==> src/ccdst_pkg.sv <==
// Purpose: shared constants for the line/frame sync and clamp timing
// Assumes: one 125 MHz master clock, config written through cfg_* strobe
// Notes: register offsets are 8-bit control addresses
package ccdst_pkg;
   // control addresses
   localparam logic [7:0] CCDST_ADDR_CTRL = 8'h01;
   localparam logic [7:0] CCDST_ADDR_SYNC_PULSE_COUNT = 8'h0a;
   localparam logic [7:0] CCDST_ADDR_SLAVE = 8'hd6;
   // field positions inside the control word at 0x01
   localparam int CCDST_BIT_POL = 0;
   localparam int CCDST_BIT_CLP_ON = 1;
   localparam int CCDST_BIT_CLAMP_REGION_MODE = 2;
   // values after reset
   localparam logic CCDST_RST_SLAVE = 1'b1;
   localparam logic CCDST_RST_POL = 1'b0;
   localparam logic CCDST_RST_CLP_ON = 1'b0;
   localparam logic CCDST_RST_CLAMP_REGION_MODE = 1'b0;
   localparam logic [3:0] CCDST_RST_SYNC_PULSE_COUNT = 4'h0;
   // sync count codes
   localparam logic [3:0] CCDST_CNT_OFF = 4'h0;
   localparam logic [3:0] CCDST_CNT_EVERY = 4'h1;
   localparam logic [3:0] CCDST_CNT_ONCE = 4'hf;
   // setup delay added to every line, in master clock cycles
   localparam logic [12:0] CCDST_SETUP_CYC = 13'h0004;
   // widths
   localparam int CCDST_PIX_W = 12;
   localparam int CCDST_LINE_W = 11;
   localparam int CCDST_REF_W = 10;
   localparam int CCDST_REGIONS = 5;
endpackage

==> src/ccdst_gray_dec.sv <==
// Purpose: gray code to binary converter
// Assumes: purely combinational, any width
// Notes: used for the programmed gray-coded line lengths
`timescale 1ns/1ns
module ccdst_gray_dec #(
   parameter int WIDTH = 12
) (
   input wire logic [WIDTH-1:0] gray, // gray coded value
   output logic [WIDTH-1:0] bin // binary value
);
   // each binary bit is the xor of all gray bits at and above it
   genvar i;
   generate
      for (i = 0; i < WIDTH; i++) begin : g_bit
         assign bin[i] = ^gray[WIDTH-1:i];
      end
   endgenerate
endmodule

==> src/ccdst_timing.sv <==
// Purpose: line sync, frame sync and black clamp pulse generator
// Assumes: master clock clk_sys, config strobes on the same clock
// Notes: line and last-line lengths in gray code; outputs lag the counters by one cycle
//
// Contract
// slave select written 0 makes the shared pin an external sync input.
// after reset the block is in slave mode, pin not used as sync.
// one polarity bit picks active low or active high sync input.
// sync polarity resets to active low.
// count 0 disables external sync; count 1 resyncs on every pulse.
// counts 2 to 14 resync after the Nth applied pulse.
// count 15 resyncs once on the first pulse, then ignores pulses.
// line sync goes low at the start of each line.
// frame sync goes low at the start of each frame's first line.
// 11-bit frame counter counts lines up to the frame length.
// 12-bit line counter counts pixels up to the line length; the pix counter here is 13 bits wide.
// 10-bit reference counter with programmable length times line sync rise.
// software writes line and last-line lengths as gray code.
// every line lasts four cycles more than its programmed length.
// 4-bit frame sync rise position compared against line counter; here it is compared against the frame counter line_cnt.
// last line of a frame uses its own gray-coded length.
// clamp on/off bit 0 suppresses the clamp pulse entirely.
// region mode 1 ignores region enables and clamps in all regions.
// five region enable bits each gate the clamp in their region.
// clamp toggles at two gray-coded pixel positions of the line counter.
// last line clamps only when last length equals line length.
// in slave mode the shared pin carries an external gate signal.
// region 0 begins at the frame sync fall; its enable still applies.
// line counter restarts each line; frame counter wraps at length.
// a qualifying sync pulse restarts frame and line counters.
`timescale 1ns/1ns
module ccdst_timing
   import ccdst_pkg::*;
(
   input wire logic clk_sys, // master pixel clock
   input wire logic arst_n, // async reset, active low
   input wire logic cfg_we, // control write strobe
   input wire logic [7:0] cfg_addr, // control address
   input wire logic [7:0] cfg_data, // control write data
   input wire logic [11:0] line_length, // gray coded
   input wire logic [9:0] line_ref_length, // reference period
   input wire logic [9:0] line_sync_rise_pos, // rise vs ref counter
   input wire logic [11:0] last_line_length, // gray coded
   input wire logic [10:0] frame_length, // lines per frame
   input wire logic [3:0] frame_sync_rise_pos, // rise line
   input wire logic [11:0] clamp_toggle_first, // gray position
   input wire logic [11:0] clamp_toggle_second, // gray position
   input wire logic [4:0] clamp_region_enable, // per region
   input wire logic [2:0] region_index, // active readout region
   input wire logic shared_sync_gate_pin, // pin, async
   output logic line_sync, // active low pulse
   output logic frame_sync, // active low pulse
   output logic black_clamp_pulse_n, // active low clamp
   output logic external_gate_signal, // gate latched at line start
   output logic master_mode // 1 while pin is sync input
);
   import ccdst_pkg::*;

   ////////////////////////////////////////////////////////////////////////
   // control registers

   logic slave_select;
   logic sync_input_polarity;
   logic clamp_on_off;
   logic clamp_region_mode;
   logic [3:0] sync_pulse_count;

   // reset defaults
   always_ff @(posedge clk_sys or negedge arst_n) begin
      if (!arst_n) begin
         slave_select <= CCDST_RST_SLAVE;
         sync_input_polarity <= CCDST_RST_POL;
         clamp_on_off <= CCDST_RST_CLP_ON;
         clamp_region_mode <= CCDST_RST_CLAMP_REGION_MODE;
         sync_pulse_count <= CCDST_RST_SYNC_PULSE_COUNT;
      end else if (cfg_we) begin
         case (cfg_addr)
            CCDST_ADDR_CTRL: begin
               sync_input_polarity <= cfg_data[CCDST_BIT_POL];
               clamp_on_off <= cfg_data[CCDST_BIT_CLP_ON];
               clamp_region_mode <= cfg_data[CCDST_BIT_CLAMP_REGION_MODE];
            end
            CCDST_ADDR_SYNC_PULSE_COUNT: begin
               sync_pulse_count <= cfg_data[3:0];
            end
            CCDST_ADDR_SLAVE: begin
               slave_select <= cfg_data[0];
            end
            default: begin
               slave_select <= slave_select;
            end
         endcase
      end
   end

   // mode status
   always_ff @(posedge clk_sys or negedge arst_n) begin
      if (!arst_n) begin
         master_mode <= 1'b0;
      end else begin
         master_mode <= ~slave_select;
      end
   end

   ////////////////////////////////////////////////////////////////////////
   // shared pin synchroniser

   logic pin_s1;
   logic pin_s2;
   logic pin_s3;
   logic pin_level;
   logic pin_active_d;
   logic pin_level_d;
   logic pin_active;
   logic sync_edge;

   // three stages, level accepted when stages two and three agree
   always_ff @(posedge clk_sys or negedge arst_n) begin
      if (!arst_n) begin
         pin_s1 <= 1'b1;
         pin_s2 <= 1'b1;
         pin_s3 <= 1'b1;
         pin_level <= 1'b1;
      end else begin
         pin_s1 <= shared_sync_gate_pin;
         pin_s2 <= pin_s1;
         pin_s3 <= pin_s2;
         if (pin_s2 == pin_s3) begin
            pin_level <= pin_s3;
         end
      end
   end

   // polarity select
   assign pin_active = sync_input_polarity ? pin_level : ~pin_level;

   // previous level kept raw, so a polarity write makes no false edge
   always_ff @(posedge clk_sys or negedge arst_n) begin
      if (!arst_n) begin
         pin_level_d <= 1'b1;
      end else begin
         pin_level_d <= pin_level;
      end
   end

   assign pin_active_d = sync_input_polarity ? pin_level_d : ~pin_level_d;

   // sync pulses only in master mode
   assign sync_edge = ~slave_select & pin_active & ~pin_active_d;

   ////////////////////////////////////////////////////////////////////////
   // sync pulse counting

   logic [3:0] pulse_cnt;
   logic once_done;
   logic resync;
   logic [3:0] pulse_cnt_inc;

   assign pulse_cnt_inc = pulse_cnt + 4'h1;

   // decide which pulse realigns the frame
   always_comb begin
      resync = 1'b0;
      if (sync_edge) begin
         case (sync_pulse_count)
            CCDST_CNT_OFF: resync = 1'b0;
            CCDST_CNT_EVERY: resync = 1'b1;
            CCDST_CNT_ONCE: resync = ~once_done;
            default: resync = (pulse_cnt_inc == sync_pulse_count);
         endcase
      end
   end

   // pulse tally, cleared on each realignment or outside master mode
   always_ff @(posedge clk_sys or negedge arst_n) begin
      if (!arst_n) begin
         pulse_cnt <= 4'h0;
      end else if (slave_select || resync) begin
         pulse_cnt <= 4'h0;
      end else if (sync_edge) begin
         pulse_cnt <= pulse_cnt_inc;
      end
   end

   // one-shot memory, rearmed by leaving master mode or new count
   always_ff @(posedge clk_sys or negedge arst_n) begin
      if (!arst_n) begin
         once_done <= 1'b0;
      end else if (slave_select || sync_pulse_count != CCDST_CNT_ONCE) begin
         once_done <= 1'b0;
      end else if (resync) begin
         once_done <= 1'b1;
      end
   end

   ////////////////////////////////////////////////////////////////////////
   // line, reference and frame counters

   logic [11:0] len_bin;
   logic [11:0] last_bin;
   logic [12:0] pix;
   logic [9:0] ref_cnt;
   logic [10:0] line_cnt;
   logic [10:0] last_idx;
   logic last_line;
   logic [12:0] line_end;
   logic pix_end;

   // lengths arrive gray coded
   ccdst_gray_dec #(.WIDTH(CCDST_PIX_W)) u_len_dec (
      .gray(line_length),
      .bin(len_bin)
   );

   ccdst_gray_dec #(.WIDTH(CCDST_PIX_W)) u_last_dec (
      .gray(last_line_length),
      .bin(last_bin)
   );

   // a zero frame length behaves as a single line
   assign last_idx = (frame_length == 11'h000) ? 11'h000 :
                     frame_length - 11'h001;
   assign last_line = (line_cnt == last_idx);

   // line lasts programmed length plus setup
   assign line_end = (last_line ? {1'b0, last_bin} : {1'b0, len_bin}) +
                     CCDST_SETUP_CYC - 13'h0001;
   assign pix_end = (pix >= line_end);

   // pixel counter
   always_ff @(posedge clk_sys or negedge arst_n) begin
      if (!arst_n) begin
         pix <= 13'h0000;
      end else if (resync || pix_end) begin
         pix <= 13'h0000;
      end else begin
         pix <= pix + 13'h0001;
      end
   end

   // reference counter, restarted with every line
   always_ff @(posedge clk_sys or negedge arst_n) begin
      if (!arst_n) begin
         ref_cnt <= 10'h000;
      end else if (resync || pix_end || ref_cnt >= line_ref_length) begin
         ref_cnt <= 10'h000;
      end else begin
         ref_cnt <= ref_cnt + 10'h001;
      end
   end

   // frame counter
   always_ff @(posedge clk_sys or negedge arst_n) begin
      if (!arst_n) begin
         line_cnt <= 11'h000;
      end else if (resync) begin
         line_cnt <= 11'h000;
      end else if (pix_end) begin
         line_cnt <= last_line ? 11'h000 : line_cnt + 11'h001;
      end
   end

   ////////////////////////////////////////////////////////////////////////
   // sync outputs

   logic line_start;

   assign line_start = (pix == 13'h0000);

   // line sync low at line start, high at rise position
   always_ff @(posedge clk_sys or negedge arst_n) begin
      if (!arst_n) begin
         line_sync <= 1'b1;
      end else if (line_start) begin
         line_sync <= 1'b0;
      end else if (ref_cnt == line_sync_rise_pos) begin
         line_sync <= 1'b1;
      end
   end

   // frame sync low on first line, high at rise line
   always_ff @(posedge clk_sys or negedge arst_n) begin
      if (!arst_n) begin
         frame_sync <= 1'b1;
      end else if (line_start && line_cnt == 11'h000) begin
         frame_sync <= 1'b0;
      end else if (line_start && line_cnt == {7'h00, frame_sync_rise_pos}) begin
         frame_sync <= 1'b1;
      end
   end

   // gate input latched at each line start while in slave mode
   always_ff @(posedge clk_sys or negedge arst_n) begin
      if (!arst_n) begin
         external_gate_signal <= 1'b0;
      end else if (slave_select && line_start) begin
         external_gate_signal <= pin_level;
      end
   end

   ////////////////////////////////////////////////////////////////////////
   // black clamp pulse

   logic [11:0] pix_gray;
   logic [2:0] region_eff;
   logic region_ok;
   logic clamp_ok;

   // compare positions against the gray coded count
   assign pix_gray = pix[11:0] ^ {1'b0, pix[11:1]};

   // first line of a frame is always region 0
   assign region_eff = (line_cnt == 11'h000) ? 3'h0 : region_index;

   // region gating
   assign region_ok = clamp_region_mode |
                      ((region_eff < 3'h5) & clamp_region_enable[region_eff]);

   // master switch and last line length match
   assign clamp_ok = clamp_on_off & region_ok &
                     (~last_line | (last_line_length == line_length));

   // clamp low between the two toggle positions
   always_ff @(posedge clk_sys or negedge arst_n) begin
      if (!arst_n) begin
         black_clamp_pulse_n <= 1'b1;
      end else if (line_start || !clamp_ok) begin
         black_clamp_pulse_n <= 1'b1;
      end else if (pix_gray == clamp_toggle_first) begin
         black_clamp_pulse_n <= 1'b0;
      end else if (pix_gray == clamp_toggle_second) begin
         black_clamp_pulse_n <= 1'b1;
      end
   end

   ////////////////////////////////////////////////////////////////////////
   // checks

   a_line_start_low: assert property (
      @(posedge clk_sys) disable iff (!arst_n)
      line_start |=> !line_sync)
      else $error("line sync not low at line start");

   a_frame_start_low: assert property (
      @(posedge clk_sys) disable iff (!arst_n)
      line_start && line_cnt == 11'h000 |=> !frame_sync)
      else $error("frame sync not low at frame start");

   a_slave_no_sync: assert property (
      @(posedge clk_sys) disable iff (!arst_n)
      slave_select |-> !resync)
      else $error("resync seen in slave mode");

   a_count_off: assert property (
      @(posedge clk_sys) disable iff (!arst_n)
      sync_pulse_count == CCDST_CNT_OFF |-> !resync)
      else $error("resync with sync disabled");

   a_once_only: assert property (
      @(posedge clk_sys) disable iff (!arst_n)
      sync_pulse_count == CCDST_CNT_ONCE && once_done |-> !resync)
      else $error("second resync with one-shot count");

   a_nth_pulse: assert property (
      @(posedge clk_sys) disable iff (!arst_n)
      resync && sync_pulse_count > 4'h1 && sync_pulse_count < 4'hf
      |-> pulse_cnt == sync_pulse_count - 4'h1)
      else $error("resync on wrong pulse");

   a_resync_restart: assert property (
      @(posedge clk_sys) disable iff (!arst_n)
      resync |=> pix == 13'h0000 && line_cnt == 11'h000 && ref_cnt == 10'h000)
      else $error("counters not restarted on resync");

   a_line_length: assert property (
      @(posedge clk_sys) disable iff (!arst_n)
      !resync && !last_line && pix == {1'b0, len_bin} + 13'h0003
      |=> pix == 13'h0000)
      else $error("line length not programmed plus four");

   a_clamp_off: assert property (
      @(posedge clk_sys) disable iff (!arst_n)
      !clamp_on_off |=> black_clamp_pulse_n)
      else $error("clamp pulse while switched off");

   a_last_clamp: assert property (
      @(posedge clk_sys) disable iff (!arst_n)
      last_line && last_line_length != line_length |=> black_clamp_pulse_n)
      else $error("clamp in mismatched last line");

   a_frame_wrap: assert property (
      @(posedge clk_sys) disable iff (!arst_n)
      !resync && pix_end && last_line |=> line_cnt == 11'h000)
      else $error("frame counter did not wrap");
endmodule

==> config.mk <==
export PLATFORM = sky130hd
export DESIGN_NAME = ccdst_timing
export DESIGN_NICKNAME = d
export VERILOG_FILES = /design/src/ccdst_pkg.sv /design/src/ccdst_gray_dec.sv /design/src/ccdst_timing.sv
export SDC_FILE = /design/constraint.sdc
export NUM_CORES = 1
export LEC_CHECK = 0
export BUFFER_PORTS_ARGS = -buffer_cell sky130_fd_sc_hd__clkbuf_2
export CORE_MARGIN = 3
export CORE_UTILIZATION = 30
export CTS_CLUSTER_SIZE = 12
export DETAILED_ROUTE_END_ITERATION = 8
export SYNTH_ARGS = -nofsm -noshare
export SYNTH_HDL_FRONTEND = slang
export SYNTH_SLANG_ARGS = --single-unit
export TNS_END_PERCENT = 30
==> constraint.sdc <==
create_clock -name clk_sys -period 12.52 [get_ports clk_sys]
set_clock_uncertainty 0.05 [all_clocks]
set_input_delay 1.878 -clock clk_sys [delete_from_list [all_inputs] [get_ports clk_sys]]
set_output_delay 1.878 -clock clk_sys [all_outputs]
set_load 0.02 [all_outputs]
==> impl_metrics.py, run 1 <==
metrics = {
    "route": {
        "viasPerCell": 4.95,
        "first_pass_iters": 4,
        "via_count": 4631,
        "totalWireLength_mm": 13.0,
        "ant_nets": 0,
        "drcViolationCount": 0,
        "drtIter0Drc": 165,
        "route.detailed.wl_per_inst_um": 13.9,
    },
    "pwr": {
        "p_sw_share_pct": 34.5,
        "pwr-share-seq_pct": 29.9,
        "p_int_w": 0.000572,
        "netSwitchingPower_w": 0.000301,
        "ir_drop_mv": 0.0784,
        "pwr_density_cell_mw_per_mm2": 136,
        "power_leakage_nw": 3.07,
        "pwr-share-clk_pct": 32.1,
        "pwr-share-comb_pct": 38.0,
    },
    "grt": {
        "overflow": 0,
        "grt_pass1_vias": 4462,
        "grt_start_max_net_pins": 58,
        "antenna_found_initial": 0,
        "grt_pass1_wl_mm": 21.9,
        "track_usage_pct": 13.4,
    },
    "timing": {
        "relSlewSlack_pct": 29.5,
        "max_freq_mhz": 129,
        "setup_viol": 0,
        "hold_violations": 0,
        "rsz0062_at_grt": "false",
        "tightestPinTransition_ns": 1.03,
        "holdWs_ns": 0.302,
        "maxSlewViolCount": 0,
        "timing.final.crit_share_pct": 61.8,
        "fin_tns_setup_ns": 0,
        "period_needed_ns": 7.74,
    },
    "place": {
        "dp_hpwl_mm": 10.4,
        "io_buffers": 111,
        "place_congestion": 0.791,
    },
    "finish": {
        "drive_gt1_share_pct": 21.8,
        "multi_input_area_mm2": 0.00361,
        "regArea_mm2": 0.00144,
        "final_cell_mix": "111 x clkbuf_2, 57 x xor2_1, 52 x xnor2_1",
        "final_nets": 868,
        "nFillCells": 1749,
        "layout_commonest_cell": "clkbuf_2",
        "num_antenna_cells": 0,
        "area_growth_pct": 20.9,
        "fin_util_pct": 37.8,
    },
    "clock_tree": {
        "cts-resized-gates": 0,
        "clk_pin_slew_ns": 0.05,
        "postCtsSetupRepairBufs": 0,
        "cts_tree": "built",
        "cts_root_buf": "clkbuf_16",
        "clock_sinks": 57,
        "cts_hold_buf": 0,
        "clk_latency_ns": 0.32,
        "htree_levels": 3,
        "cts_made_buffers": 9,
        "clk_path_buf_depth": 2,
    },
    "floorplan": {
        "initial_core_util_pct": 31.3,
        "dieArea_mm2": 0.0193,
        "top_level_ports": 116,
        "rows": 47,
        "coreArea_mm2": 0.0169,
        "die_w_um": 139,
        "die_h_um": 139,
    },
    "yosys": {
        "synth_area_leaders": "dfrtp_1 23%, ha_1 11%, xor2_1 9.4%",
        "synth_edf_count": 0,
        "synth.avg_cell_area_um2": 8.72,
        "synthCells": 608,
        "synth_nets": 765,
        "yosysSeqAreaShare_pct": 27.1,
        "async_flop_share_pct": 100,
        "yosysTopAreaCell": "dfrtp_1",
        "synth.distinct_cells": 62,
        "synth_flop_cell": "dfrtp_1",
        "synth-warning-count": 0,
        "ys_ff_latch": 57,
        "yosysTopAreaCellShare_pct": 22.7,
        "netlist_area_mm2": 0.00530,
    },
    "critical_path": {
        "critPathLaunchType": "primary input",
        "required_ns": 12.66,
        "cp.arrival_ns": 7.88,
        "crit_fanout": 38,
        "cpPeakStageDelay_ns": 0.72,
        "crit_path_end_kind": "register",
        "path_class": "primary input to register",
        "slowest_stage": "and3_1",
    },
    "run_status": {
        "status": "complete, no violations",
    },
    "hold_path": {
        "hold_path.class": "register to register",
    },
    "flow_run": {
        "drv_cap": 0,
    },
}
## critical path: cells and delay by family
kind	cells	cell delay [ns]
buffers and inverters	4	0.66
AND/OR/NAND/NOR	9	2.59
AO/OA/AOI/OAI	11	1.85
adder cells (fa/ha/maj)	3	0.88
## routing by layer
layer,up-vias,GRT usage (%),routed length [um]
li1,2371,-,-
met1,2136,19.5,6550
met2,118,21.3,5810
met3,6,1.97,569
met4,0,2.78,78
met5,-,0,0
## cell families after synthesis
logic type	share of synthesized area [%]
DFF	27.1
xor gates and xnor gates	20.4
buffers and inverters	4.86
AOI/OAI and AO/OA	12.3
muxes	4.01
adders and majority gates	11.1
and+or+nand+nor	20.2
## power groups by stage
stage	registers [W]	clock network [W]	logic (W)
after detailed placement	0.000263	0	0.000336
after global routing	0.000267	0.000295	0.000382
final	0.000261	0.000280	0.000332
after global placement	0.000263	0	0.000332
after CTS	0.000261	0.000286	0.000338
after floorplan	0.000246	0	0.000253
## state kept, by name, indices dropped and copies added (netlist names), 4 cells and up
| register | flops |
|---|---|
| pix | 13 |
| line_cnt | 11 |
| pulse_cnt | 4 |
| sync_pulse_count | 4 |
| ref_cnt | 10 |
## through the flow
| stage | setup WS (ns) | instance area [um2] | cells | total power (W) |
|---|---|---|---|---|
| global route | 4.05 | 6410 | 936 | 0.000945 |
| CTS | 4.76 | 6410 | 936 | 0.000884 |
| finish | 4.78 | 6410 | 936 | 0.000873 |
| global placement | 4.42 | 6060 | 920 | 0.000595 |
| floorplan | 5.52 | 5300 | 608 | 0.000498 |
| detailed placement | 4.43 | 6060 | 920 | 0.000599 |
## Yosys cell counts, drive strengths merged (8+ instances only)
cell type  instances
a21oi             19
a31oi             10
and3              14
clkbuf            15
dfrtp             48
dfstp              9
ha                46
inv               44
mux2              10
mux2i             10
nand2             30
nand2b            14
nand3             20
nand4              8
nor2              45
nor3              18
nor4              25
o21ai             31
o2bb2ai            8
xnor2             53
xor2              58
## path summary, 6_finish.rpt
path                                  from     endpoint  slack (ns)  cells after the start
min in group asynchronous           arst_n   ref_cnt[5]        1.66                      2
max                        frame_length[0]  line_cnt[9]        4.78                     27
min                                 pin_s1       pin_s2        0.30                      0
max in group asynchronous           arst_n    once_done       10.27                      2
max reg2reg                    line_cnt[6]  line_cnt[9]        6.97                     23
min reg2reg                         pin_s1       pin_s2        0.30                      0
## area by class of cell
class | count | share of cell area, %
Sequential cell | 57 | 22.4
Tap cell | 220 | 4.30
Timing Repair Buffer | 114 | 9.02
Inverter | 44 | 2.58
Clock inverter | 6 | 1.64
Clock buffer | 10 | 3.73
Multi-Input combinational cell | 485 | 56.3
Power figures use the tool's default switching activity.
==> run 2: changes to the inputs <==
Clock period 12.52 ns to 7.7 ns, I/O delays scaled along.
==> impl_metrics.py, run 2 (synthesis gave the netlist of run 1 again) <==
metrics = {
    "clock_tree": {
        "cts_hold_buf": 0,
        "clk_pin_slew_ns": 0.05,
        "cts_tree": "built",
        "clk_path_buf_depth": 2,
        "clock_sinks": 57,
        "htree_levels": 3,
        "clk_latency_ns": 0.32,
        "postCtsSetupRepairBufs": 0,
        "cts_made_buffers": 9,
        "cts_root_buf": "clkbuf_16",
        "cts-resized-gates": 0,
    },
    "route": {
        "route.detailed.wl_per_inst_um": 14.1,
        "totalWireLength_mm": 13.2,
        "drtIter0Drc": 171,
        "via_count": 4563,
        "drcViolationCount": 0,
        "ant_nets": 0,
        "first_pass_iters": 4,
        "viasPerCell": 4.86,
    },
    "critical_path": {
        "cpPeakStageDelay_ns": 0.82,
        "crit_fanout": 23,
        "r2r_slack_ns": 2.48,
        "r2r_start": "line_cnt[6]",
        "path_class": "primary input to register",
        "crit_path_end_kind": "register",
        "critPathTopFamily": "simple AND/OR/NAND/NOR gates",
        "slowest_stage": "o21ai_2",
        "critPathLaunchType": "primary input",
        "critical_path.startpoint": "frame_length[0]",
        "cp.arrival_ns": 6.84,
        "path_buf_inv": 3,
        "required_ns": 7.89,
    },
    "finish": {
        "layout_commonest_cell": "clkbuf_2",
        "final_nets": 870,
        "area_growth_pct": 20.4,
        "final_cell_mix": "111 x clkbuf_2, 57 x xor2_1, 52 x xnor2_1",
        "nFillCells": 1764,
        "num_antenna_cells": 0,
        "instances_no_fill": 938,
        "largest_register_ffs": 13,
        "regMostFlops": "pix",
        "fin_area_mm2": 0.00638,
        "drive_gt1_share_pct": 21.7,
        "top_regs": "pix (13), line_cnt (11), ref_cnt (10)",
    },
    "grt": {
        "grt_pass1_vias": 4440,
        "grt_start_max_net_pins": 58,
        "overflow": 0,
        "track_usage_pct": 13.7,
        "grt_pass1_wl_mm": 22.1,
        "antenna_found_initial": 0,
    },
    "timing": {
        "tightestPinTransition_ns": 1.03,
        "layout_setup_ws_ns": 1.04,
        "hold_violations": 0,
        "maxSlewViolCount": 0,
        "relSlewSlack_pct": 31.1,
        "fin_tns_setup_ns": 0,
        "setup_viol": 0,
        "max_freq_mhz": 150,
        "rsz0062_at_grt": "false",
        "timing.final.crit_share_pct": 86.5,
        "period_needed_ns": 6.66,
    },
    "pwr": {
        "pwr_density_cell_mw_per_mm2": 215,
        "ir_drop_mv": 0.100,
        "p_total_w": 0.00137,
        "power_leakage_nw": 3.06,
    },
    "hold_path": {
        "hold_path.class": "register to register",
        "min_from": "pin_s1",
    },
    "place": {
        "dp_hpwl_mm": 10.6,
        "dp_slack_ns": 0.652,
        "io_buffers": 111,
        "place_congestion": 0.819,
        "dp.cells": 922,
        "placed_cell_area_mm2": 0.00608,
    },
    "floorplan": {
        "initial_core_util_pct": 31.3,
        "die_h_um": 139,
        "rows": 47,
        "coreArea_mm2": 0.0169,
        "die_w_um": 139,
        "dieArea_mm2": 0.0193,
        "top_level_ports": 116,
    },
    "run_status": {
        "status": "complete, no violations",
    },
    "flow_run": {
        "drv_cap": 0,
    },
}
run 2: changes by cell type in the layout (fill, tap and decap cells not counted), sizes merged:
cell	delta
clkbuf	+3
buf	+2
bufinv	-2
clkinv	-1
run 2: layout make-up:
cell class              instances  area (um2)  share of cell area, %
multi-input cells             485        3610                   56.6
inverters                      44         165                   2.59
repair buffers                116         593                   9.30
clock inverters                 3        40.0                  0.628
clock buffers                  13         260                   4.08
well taps                     220         275                   4.32
flip-flops and latches         57        1440                   22.5
run 2: per-stage QoR:
stage | util (%) | hold slack [ns]
after floorplan | - | 0.295
after global placement | 35.9 | 0.296
after detailed placement | 35.9 | 0.302
after CTS | 37.7 | 0.305
after global routing | 37.7 | 0.305
final | 37.7 | 0.305
run 2: final timing paths:
check / endpoint / cells after the start
max: line_cnt[8] / 25
min: pin_s2 / 0
max reg2reg: line_cnt[8] / 21
min reg2reg: pin_s2 / 0
max in group asynchronous: pulse_cnt[1] / 2
min in group asynchronous: ref_cnt[4] / 2
run 2: layer usage:
layer / part of all wire, % / up-vias / wire length, um / GRT usage, %
met1: 50 / 2089 / 6600 / 19.4
met2: 45 / 103 / 5990 / 21.9
met5: 0 / - / 0 / 0
met4: 0.62 / 0 / 82 / 2.94
met3: 4.2 / 6 / 552 / 2.48
li1: - / 2365 / - / -
run 2: power by group:
part | total, W | internal, W | switching (W) | leakage, nW
clock | 0.000401 | 0.000267 | 0.000135 | 0.150
sequential | 0.000423 | 0.000350 | 0.0000731 | 0.731
combinational | 0.000546 | 0.000261 | 0.000285 | 2.18
